<file path="src/rtl/shrt_pkg.sv">
// Constants shared by the system hang reset timer
package shrt_pkg;

   // Configuration port addresses
   localparam logic [7:0] PORT_INDEX       = 8'h2E;
   localparam logic [7:0] PORT_DATA        = 8'h2F;

   // Access keys written to the index port
   localparam logic [7:0] KEY_UNLOCK       = 8'h87;
   localparam logic [7:0] KEY_LOCK         = 8'hAA;

   // Register indexes
   localparam logic [7:0] IDX_LDEV_SELECT  = 8'h07;
   localparam logic [7:0] IDX_ACTIVATE     = 8'h30;
   localparam logic [7:0] IDX_UNIT_SELECT  = 8'hF0;
   localparam logic [7:0] IDX_TIMEOUT      = 8'hF1;

   // Logical device number of the timer
   localparam logic [7:0] LDEV_TIMER       = 8'h08;

   // Field values
   localparam logic [7:0] ACTIVATE_ON      = 8'h01;
   localparam logic [7:0] ACTIVATE_OFF     = 8'h00;
   localparam logic [7:0] UNIT_SECONDS     = 8'h00;
   localparam logic [7:0] UNIT_MINUTES     = 8'h08;
   localparam int         ACTIVATE_BIT     = 0;

   // Reset values, and values read back when locked or unmapped
   localparam logic [7:0] RST_INDEX        = 8'h00;
   localparam logic [7:0] RST_LDEV         = 8'h00;
   localparam logic [7:0] RST_ACTIVATE     = 8'h00;
   localparam logic [7:0] RST_UNIT         = 8'h00;
   localparam logic [7:0] RST_TIMEOUT      = 8'h00;
   localparam logic [7:0] READ_LOCKED      = 8'hFF;
   localparam logic [7:0] READ_UNMAPPED    = 8'h00;

   // Time base
   localparam int unsigned CLK_PERIOD_NS      = 40;
   localparam int unsigned ONE_SECOND_NS      = 1_000_000_000;
   localparam int unsigned CYCLES_PER_SECOND  = ONE_SECOND_NS / CLK_PERIOD_NS;
   localparam int unsigned SECONDS_PER_MINUTE = 60;

   // Unlock sequence states
   typedef enum logic [2:0] {
      ACC_LOCKED = 3'b001,
      ACC_KEY1   = 3'b010,
      ACC_OPEN   = 3'b100
   } shrt_access_type;

endpackage : shrt_pkg

</file>
<file path="src/rtl/shrt_top.sv">
// System hang reset timer: index/data configuration port and countdown logic
`timescale 1ns/1ns

// Function
// RULE_01: Count down, request reset at zero.
// RULE_02: Host loads and reloads count before expiry.
// RULE_03: Two 87 writes to 2E unlock.
// RULE_04: Index F0 selects seconds or minutes.
// RULE_05: Index F1 holds timeout count.
// RULE_06: Device 08, register 30 activates timer.
module shrt_top #(
   parameter int unsigned CYCLES_PER_SECOND = shrt_pkg::CYCLES_PER_SECOND
) (
   input  wire logic       i_clk,
   input  wire logic       i_arst_n,
   input  wire logic       i_io_wr,
   input  wire logic       i_io_rd,
   input  wire logic [7:0] i_io_addr,
   input  wire logic [7:0] i_io_wdata,
   output logic      [7:0] o_io_rdata,
   output logic            o_sys_reset_req,
   output logic            o_timer_active
);

   ////////////////////////////////////////////////////////////////////////////
   // Reset release

   logic rst_meta;
   logic rst_n;

   always_ff @(posedge i_clk or negedge i_arst_n) begin
      if (!i_arst_n) begin
         rst_meta <= 1'b0;
         rst_n    <= 1'b0;
      end else begin
         rst_meta <= 1'b1;
         rst_n    <= rst_meta;
      end
   end

   ////////////////////////////////////////////////////////////////////////////
   // Configuration access

   shrt_pkg::shrt_access_type access;
   shrt_pkg::shrt_access_type next_access;
   logic [7:0]                index;
   logic [7:0]                next_index;
   logic [7:0]                ldev;
   logic [7:0]                next_ldev;
   logic [7:0]                activate;
   logic [7:0]                next_activate;
   logic [7:0]                unit;
   logic [7:0]                next_unit;
   logic [7:0]                rdata;
   logic [7:0]                next_rdata;
   logic [7:0]                count;

   logic wr_index;
   logic wr_data;
   logic timer_sel;
   logic load_timeout;
   logic write_activate;

   assign wr_index       = i_io_wr && (i_io_addr == shrt_pkg::PORT_INDEX);
   // Data writes count only once the key sequence has opened the port
   assign wr_data        = i_io_wr && (i_io_addr == shrt_pkg::PORT_DATA)
                           && (access == shrt_pkg::ACC_OPEN); // RULE_03
   assign timer_sel      = (ldev == shrt_pkg::LDEV_TIMER); // RULE_06
   assign load_timeout   = wr_data && timer_sel && (index == shrt_pkg::IDX_TIMEOUT); // RULE_05
   assign write_activate = wr_data && timer_sel && (index == shrt_pkg::IDX_ACTIVATE); // RULE_06

   always_comb begin
      next_access   = access;
      next_index    = index;
      next_ldev     = ldev;
      next_activate = activate;
      next_unit     = unit;
      next_rdata    = rdata;
      unique case (access)
         shrt_pkg::ACC_LOCKED: begin
            if (wr_index && i_io_wdata == shrt_pkg::KEY_UNLOCK) begin
               next_access = shrt_pkg::ACC_KEY1; // RULE_03
            end
         end
         shrt_pkg::ACC_KEY1: begin
            // Any other index write breaks the pair, so a stray 87 cannot unlock
            if (wr_index) begin
               next_access = (i_io_wdata == shrt_pkg::KEY_UNLOCK) ?
                             shrt_pkg::ACC_OPEN : shrt_pkg::ACC_LOCKED; // RULE_03
            end
         end
         shrt_pkg::ACC_OPEN: begin
            if (wr_index) begin
               if (i_io_wdata == shrt_pkg::KEY_LOCK) begin
                  next_access = shrt_pkg::ACC_LOCKED;
               end else begin
                  next_index = i_io_wdata;
               end
            end
         end
      endcase
      if (wr_data) begin
         if (index == shrt_pkg::IDX_LDEV_SELECT) begin
            next_ldev = i_io_wdata; // RULE_06
         end else if (timer_sel && index == shrt_pkg::IDX_ACTIVATE) begin
            next_activate = i_io_wdata; // RULE_06
         end else if (timer_sel && index == shrt_pkg::IDX_UNIT_SELECT) begin
            next_unit = i_io_wdata; // RULE_04
         end
      end
      if (i_io_rd) begin
         if (access != shrt_pkg::ACC_OPEN) begin
            next_rdata = shrt_pkg::READ_LOCKED;
         end else if (i_io_addr == shrt_pkg::PORT_INDEX) begin
            next_rdata = index;
         end else if (i_io_addr != shrt_pkg::PORT_DATA) begin
            next_rdata = shrt_pkg::READ_UNMAPPED;
         end else if (index == shrt_pkg::IDX_LDEV_SELECT) begin
            next_rdata = ldev;
         end else if (timer_sel && index == shrt_pkg::IDX_ACTIVATE) begin
            next_rdata = activate;
         end else if (timer_sel && index == shrt_pkg::IDX_UNIT_SELECT) begin
            next_rdata = unit;
         end else if (timer_sel && index == shrt_pkg::IDX_TIMEOUT) begin
            // Live remaining count, so software can watch the countdown
            next_rdata = count;
         end else begin
            next_rdata = shrt_pkg::READ_UNMAPPED;
         end
      end
   end

   always_ff @(posedge i_clk or negedge rst_n) begin
      if (!rst_n) begin
         access   <= shrt_pkg::ACC_LOCKED;
         index    <= shrt_pkg::RST_INDEX;
         ldev     <= shrt_pkg::RST_LDEV;
         activate <= shrt_pkg::RST_ACTIVATE;
         unit     <= shrt_pkg::RST_UNIT;
         rdata    <= shrt_pkg::RST_INDEX;
      end else begin
         access   <= next_access;
         index    <= next_index;
         ldev     <= next_ldev;
         activate <= next_activate;
         unit     <= next_unit;
         rdata    <= next_rdata;
      end
   end

   ////////////////////////////////////////////////////////////////////////////
   // Countdown

   logic [31:0] sec_cnt;
   logic [31:0] next_sec_cnt;
   logic [5:0]  min_cnt;
   logic [5:0]  next_min_cnt;
   logic [7:0]  next_count;
   logic        expired;
   logic        next_expired;
   logic        running;
   logic        next_running;

   logic sec_tick;
   logic min_wrap;
   logic unit_tick;
   logic counting;

   assign sec_tick  = (sec_cnt == CYCLES_PER_SECOND - 32'd1);
   assign min_wrap  = (min_cnt == 6'(shrt_pkg::SECONDS_PER_MINUTE - 1));
   // Any unit value other than minutes counts in seconds
   assign unit_tick = sec_tick && ((unit != shrt_pkg::UNIT_MINUTES) || min_wrap); // RULE_04
   assign counting  = activate[shrt_pkg::ACTIVATE_BIT] && (count != 8'h00); // RULE_06

   always_comb begin
      next_sec_cnt = sec_cnt;
      next_min_cnt = min_cnt;
      next_count   = count;
      next_expired = expired;
      // Reload restarts the prescalers, so the first period after it is a full unit long
      if (load_timeout) begin
         next_count   = i_io_wdata; // RULE_05
         next_sec_cnt = 32'h0000_0000;
         next_min_cnt = 6'h00;
         next_expired = 1'b0;
      end else if (write_activate) begin
         next_sec_cnt = 32'h0000_0000;
         next_min_cnt = 6'h00;
         next_expired = 1'b0; // RULE_06
      end else if (counting) begin
         next_sec_cnt = sec_tick ? 32'h0000_0000 : sec_cnt + 32'd1;
         if (sec_tick) begin
            next_min_cnt = min_wrap ? 6'h00 : min_cnt + 6'd1;
         end
         if (unit_tick) begin
            next_count = count - 8'd1; // RULE_01
            if (count == 8'h01) begin
               next_expired = 1'b1; // RULE_01
            end
         end
      end
      next_running = counting && !load_timeout;
   end

   always_ff @(posedge i_clk or negedge rst_n) begin
      if (!rst_n) begin
         sec_cnt <= 32'h0000_0000;
         min_cnt <= 6'h00;
         count   <= shrt_pkg::RST_TIMEOUT;
         expired <= 1'b0;
         running <= 1'b0;
      end else begin
         sec_cnt <= next_sec_cnt;
         min_cnt <= next_min_cnt;
         count   <= next_count;
         expired <= next_expired;
         running <= next_running;
      end
   end

   // Request stays high until reloaded, register 30 is written, or the chip reset clears it
   assign o_sys_reset_req = expired; // RULE_01
   assign o_timer_active  = running;
   assign o_io_rdata      = rdata;

endmodule : shrt_top

</file>
<file path="config.mk">
export PLATFORM = sky130hd
export DESIGN_NAME = shrt_top
export DESIGN_NICKNAME = d
export VERILOG_FILES = /design/src/rtl/shrt_pkg.sv /design/src/rtl/shrt_top.sv
export SDC_FILE = /design/constraint.sdc
export NUM_CORES = 1
export LEC_CHECK = 0
export BUFFER_PORTS_ARGS = -buffer_cell sky130_fd_sc_hd__buf_2
export CAP_MARGIN = 30
export CORE_ASPECT_RATIO = 1.4
export CORE_MARGIN = 2
export CORE_UTILIZATION = 61
export DETAILED_ROUTE_END_ITERATION = 12
export GPL_TIMING_DRIVEN = 0
export MAX_ROUTING_LAYER = met4
export PLACE_DENSITY_LB_ADDON = 0.08
export SETUP_SLACK_MARGIN = 0.05
export SYNTH_ARGS = -nofsm -noshare
export SYNTH_HDL_FRONTEND = slang
export SYNTH_SLANG_ARGS = --single-unit
</file>
<file path="constraint.sdc">
create_clock -name i_clk -period 3.9 [get_ports i_clk]
set_input_delay 0.78 -clock i_clk [delete_from_list [all_inputs] [get_ports i_clk]]
set_output_delay 0.78 -clock i_clk [all_outputs]
set_load 0.01 [all_outputs]
</file>
# Word level (Yosys, flattened, before mapping)
# Index checks and enable logic that the tools add are counted.
# totals
register_bits	93
in_bits	20
word_cells	103
output_inout_bits	10
# op_classes
eq_ne	23
bitwise_logic	3
reduce_logical	30
muxes	31
n_addsub	3
# op_table
op	count
$mux 32	4
$mux 8	11
$add 32x1->32 const B	1
$eq 32x25->1 const B	1
$eq 8x8->1 const B	4
$mux 6	5
$eq 8x6->1 const B	3
$mux 3	5
$logic_and 1x1->1	13
$reduce_and 3->1	4
$reduce_bool 3->1	4
$pmux 3 s3	1
$eq 8x1->1 const B	1
$eq 8x3->1 const B	1
$eq 8x4->1 const B	1
$ne 2x2->1 const B	4
$ne 8x4->1 const B	1
$ne 8x6->1 const B	1
$reduce_and 4->1	2
$reduce_bool 8->1	1
$sub 8x1->8 const B	1
$add 6x1->6 const B	1
$eq 6x6->1 const B	1
$mux 1	5
10 further kinds	14

# Depth between registers and ports, before layout
# logic_depth
word_depth	9
mapped_depth	10
ltp_nobuf	8

# Worst setup path before layout
# No wires, ideal clock.
# synth_timing
path_kind	in2reg
startpoint	in i_io_addr[7]
endpoint	reg sec_cnt[31]
arrival_time_ps	2790
t_required_ps	3822
path_stages	7
n_path_buf	1
path_slack_ps	1032
setup_time_ps	78
path_cell_list	and4bb_2 nand3_2 or4_1 buf_2 a2111o_1 or3_1 a21oi_1
# synth_via
elab_chain_cells	7
elab_cells_between_ends	9
cone_classes	eq/ne (1); mux (2); reduce/logical (6)
# synth_rtl
item	line	source
from (decl)	shrt_top.sv:18	input wire logic [7:0] i_io_addr,
$eq 8x6->1 (*)	shrt_top.sv:66	assign wr_data = i_io_wr && (i_io_addr == shrt_pkg::PORT_DATA)
$logic_and 1x1->1 (*)	shrt_top.sv:66	
$logic_and 1x1->1 (*)	shrt_top.sv:67	&& (access == shrt_pkg::ACC_OPEN);
$logic_and 1x1->1 (*)	shrt_top.sv:69, shrt_top.sv:70	
$logic_and 1x1->1	shrt_top.sv:70	assign write_activate = wr_data && timer_sel && (index == shrt_pkg::IDX_ACTIVATE);
$mux 32	shrt_top.sv:186	end else if (write_activate) begin
$mux 32	shrt_top.sv:181	if (load_timeout) begin
to (signal assigned)	shrt_top.sv:213	sec_cnt <= next_sec_cnt;
to (decl)	shrt_top.sv:154	logic [31:0] sec_cnt;
# Mark *: on every way between the ends. The rest lies on a longest branch, timed or not.
# A chain may end at the register's enable or synchronous reset.

# Worst setup path in the final report
# layout_timing
startpoint	in i_io_addr[7]
endpoint	reg index[7]
# layout_via
elab_chain_cells	3
# layout_rtl
item	line	source
$eq 8x6->1	shrt_top.sv:64	assign wr_index = i_io_wr && (i_io_addr == shrt_pkg::PORT_INDEX);
$logic_and 1x1->1	shrt_top.sv:64	
$reduce_and 3->1 (no source line)	n/a	
to (signal assigned)	shrt_top.sv:136	index <= shrt_pkg::RST_INDEX;
to (signal assigned)	shrt_top.sv:143	index <= next_index;
to (decl)	shrt_top.sv:46	logic [7:0] index;
# Every way passes these cells.

==> results.md <==
* Number of routed nets with antenna violations at 0
* Slew of the pin with the lowest slew margin at 1.08 ns
* Synth-to-layout area growth at 10.2%
* DIE WIDTH at 79.9 um
* Final net count at 551
* Max-cap viol count at 0
* Yosys cell types at 57
* Routed via count at 3974
* P_leak at 0.00225 uW
* Fin Setup TNS at 0 ns
* Finished Core Util at 69.5%
* FF-to-FF path depth at 8
* RSZ-0062 raised after global routing: no
* First-pass GRT wire length at 18500 um
* CP max FO at 10
* Clk root buf: clkbuf_8
* Slew margin rel. at 28.0%
* Worst Path Required at 4.16 ns
* Post-Route WL at 11300 um
* WL/cell at 17.9 um
* Initial antenna violation count at 0
* Cells after Synth at 484
* All-layer global routing usage at 28.2%
* Post-CTS Resized at 0
* Synthesized net count at 509
* Clock-pin slew on the worst setup and hold paths at 0.08 ns
* Syn. warnings at 0
* TritonRoute pass-1 iters at 4
* Finish-stage setup viols at 0
* Vias in the first global route at 3852
* Synth top area cells: dfrtp_1 (47%), mux2_2 (7.6%), nor2_1 (4.0%), xnor2_1 (2.8%), a21oi_1 (2.7%)
* Starting Density at 63.1%
* Gr ovfl total at 0
* Pins Over Slew Limit at 0
* Total CTS buffers at 9
* Post-synth top cells: dfrtp_1 (92), nor2_1 (53), nand2_1 (36)
* Layout cells sized above 1 at 17.9%
* Dpl ws at 0.605 ns
* H-tree depth at 3
* Full die area at 8810 sq um
* Mapped cell area at 4920 sq um
* Drt initial violations at 235
* Clk_skew at 0.00621 ns
* Vias per inst at 6.31
* Share of the yosys chip area belonging to registers at 47.3%
* Yosys top cell area share at 46.8%
* Clk sinks at 93
* Mapped Avg Cell Area at 10.2 sq um
* Hold Buf Count CTS at 0
* Post-synth EDFFs at 0
* Critical path class: in -> reg
* Ys async rst share at 100%
* I/O Pins at 30
* Most numerous cell in the Yosys netlist: dfrtp_1
* Worst path cell trace: buf_2, and4bb_2, nor3b_1, nand2_1, nor2b_1, clkbuf_1, mux2_2
* Area leader, netlist: dfrtp_1
* Tcrit/Tclk final at 76.5%
* Setup bufs post-CTS at 0
* Peak VDD IR at 0.267 mV
* FP Rows at 38
* Worst path top cell family by delay: simple AND/OR/NAND/NOR gates
* Largest stage delay on the critical path at 0.87 ns
* CP Depth at 7
* Worst hold slack at 0.174 ns
* Most used DFF post-synth: dfrtp_1
* Clk buf depth at 2
* Hpwl dp at 8150 um
* Core area at 7800 sq um
* CP arrival at 3.24 ns
* Buf/Inv on CP at 2
* Critical path startpoint category: input pin
* Final Wtd Congestion at 0.889
* Status: finished, final reports clean
* DRC Markers at 0
* CP Capture Type: flip-flop
* Worst Hold Class: in -> async
* Achievable frequency at 335 MHz
* Min cycle time layout at 2.98 ns
* Die Y at 110 um
* Skew-Pair Late Insertion Delay at 0.37 ns
* Setup slack after layout at 0.917 ns
* Diodes inserted at 0
* Port buffer count at 28
* Final Hold Viols at 0
* Largest net degree at the start of global routing at 51
* Yosys reg bits at 93
* Crit path max-delay cell type: nor3b_1
* Pwr/cell area at 304 nW/um^2
* CTS tree: done
[layout by cell type, fill, tap and decap left out, drive strengths merged, types with 5 or more instances in the layout]
cell type,synthesis,layout
dfrtp,92,92
a22o,8,8
and4,8,8
o211ai,9,9
or3,9,9
nand2,36,36
nor2,53,53
nor4bb,6,6
buf,7,38
a221o,8,8
xnor2,16,16
nor3,12,12
a21oi,27,27
nand3,15,15
inv,8,8
and3,6,6
clkbuf,13,28
nand4,15,15
o21ai,14,14
a31oi,10,10
mux2,33,33
nor4,11,11
ha,5,5
xor2,9,9
[final cells by class]
type,instances,area (sq um)
multi-input combinational,363,2470
fill,631,2380
sequential,93,2330
clock buffer,15,196
timing repair buffer,31,178
tap,100,125
buffer,20,85.1
inverter,8,30.0
[worst register-to-register path, cell delays in order (launching register included)]
cell      delay [ns]
dfrtp_1         0.36
buf_4           0.16
nor3_4          0.43
nor2_1          0.13
or4_1           0.47
buf_2           0.17
a2111o_1        0.52
or3_1           0.38
a21oi_1         0.14
[where the power goes]
group	internal [uW]	switching [uW]
Sequential	965	8.88
Clock	316	325
Combinational	12.2	23.7
Total	1290	357
[logic make-up after synthesis]
| family | Yosys count | synth area share (%) |
|---|---|---|
| flip-flops | 93 | 47.3 |
| other | 1 | 0.0762 |
| XOR/XNOR | 25 | 4.45 |
| buffers and inverters | 28 | 2.34 |
| AO/OA/AOI/OAI | 96 | 13.3 |
| AND/OR/NAND/NOR | 202 | 23.4 |
| adder cells (fa/ha/maj) | 5 | 1.27 |
| multiplexers | 34 | 7.76 |
[layer usage]
| metal | GRT usage, % | vias up | share of wire [%] |
|---|---|---|---|
| met5 | - | - | 0 |
| met4 | 11.6 | 0 | 3.8 |
| met3 | 5.37 | 32 | 2.6 |
| met2 | 49.0 | 83 | 53 |
| met1 | 32.0 | 1967 | 40 |
| li1 | - | 1892 | - |
[sequential cells by signal, indices dropped and copies added (netlist names)]
| signal | cells |
|---|---|
| sec_cnt | 32 |
| o_sys_reset_req | 1 |
| unit | 8 |
| index | 8 |
| rst_meta | 1 |
| rst_n | 1 |
| ldev | 8 |
| o_io_rdata | 8 |
| count | 8 |
| min_cnt | 6 |
| access | 3 |
| activate | 8 |
| o_timer_active | 1 |
[per-stage QoR]
step                power [uW]  cell area (sq um)  cells
floorplan                 1000               4920    484
global placement          1020               5180    612
detailed placement        1030               5230    615
CTS                       1660               5420    630
global route              1710               5420    630
finish                    1650               5420    630
[path summary, 6_finish.rpt]
check / startpoint / endpoint / slack, ns
setup / recovery: i_io_addr[7] / index[7] / 0.92
hold / removal: i_arst_n / rst_n / 0.17
setup reg to reg: index[0] / sec_cnt[31] / 1.06
hold reg to reg: rst_n / count[2] / 0.33
max in group asynchronous: rst_n / access[0] / 2.88
min in group i_clk: rst_meta / rst_n / 0.36
Power figures use the tool's default switching activity.
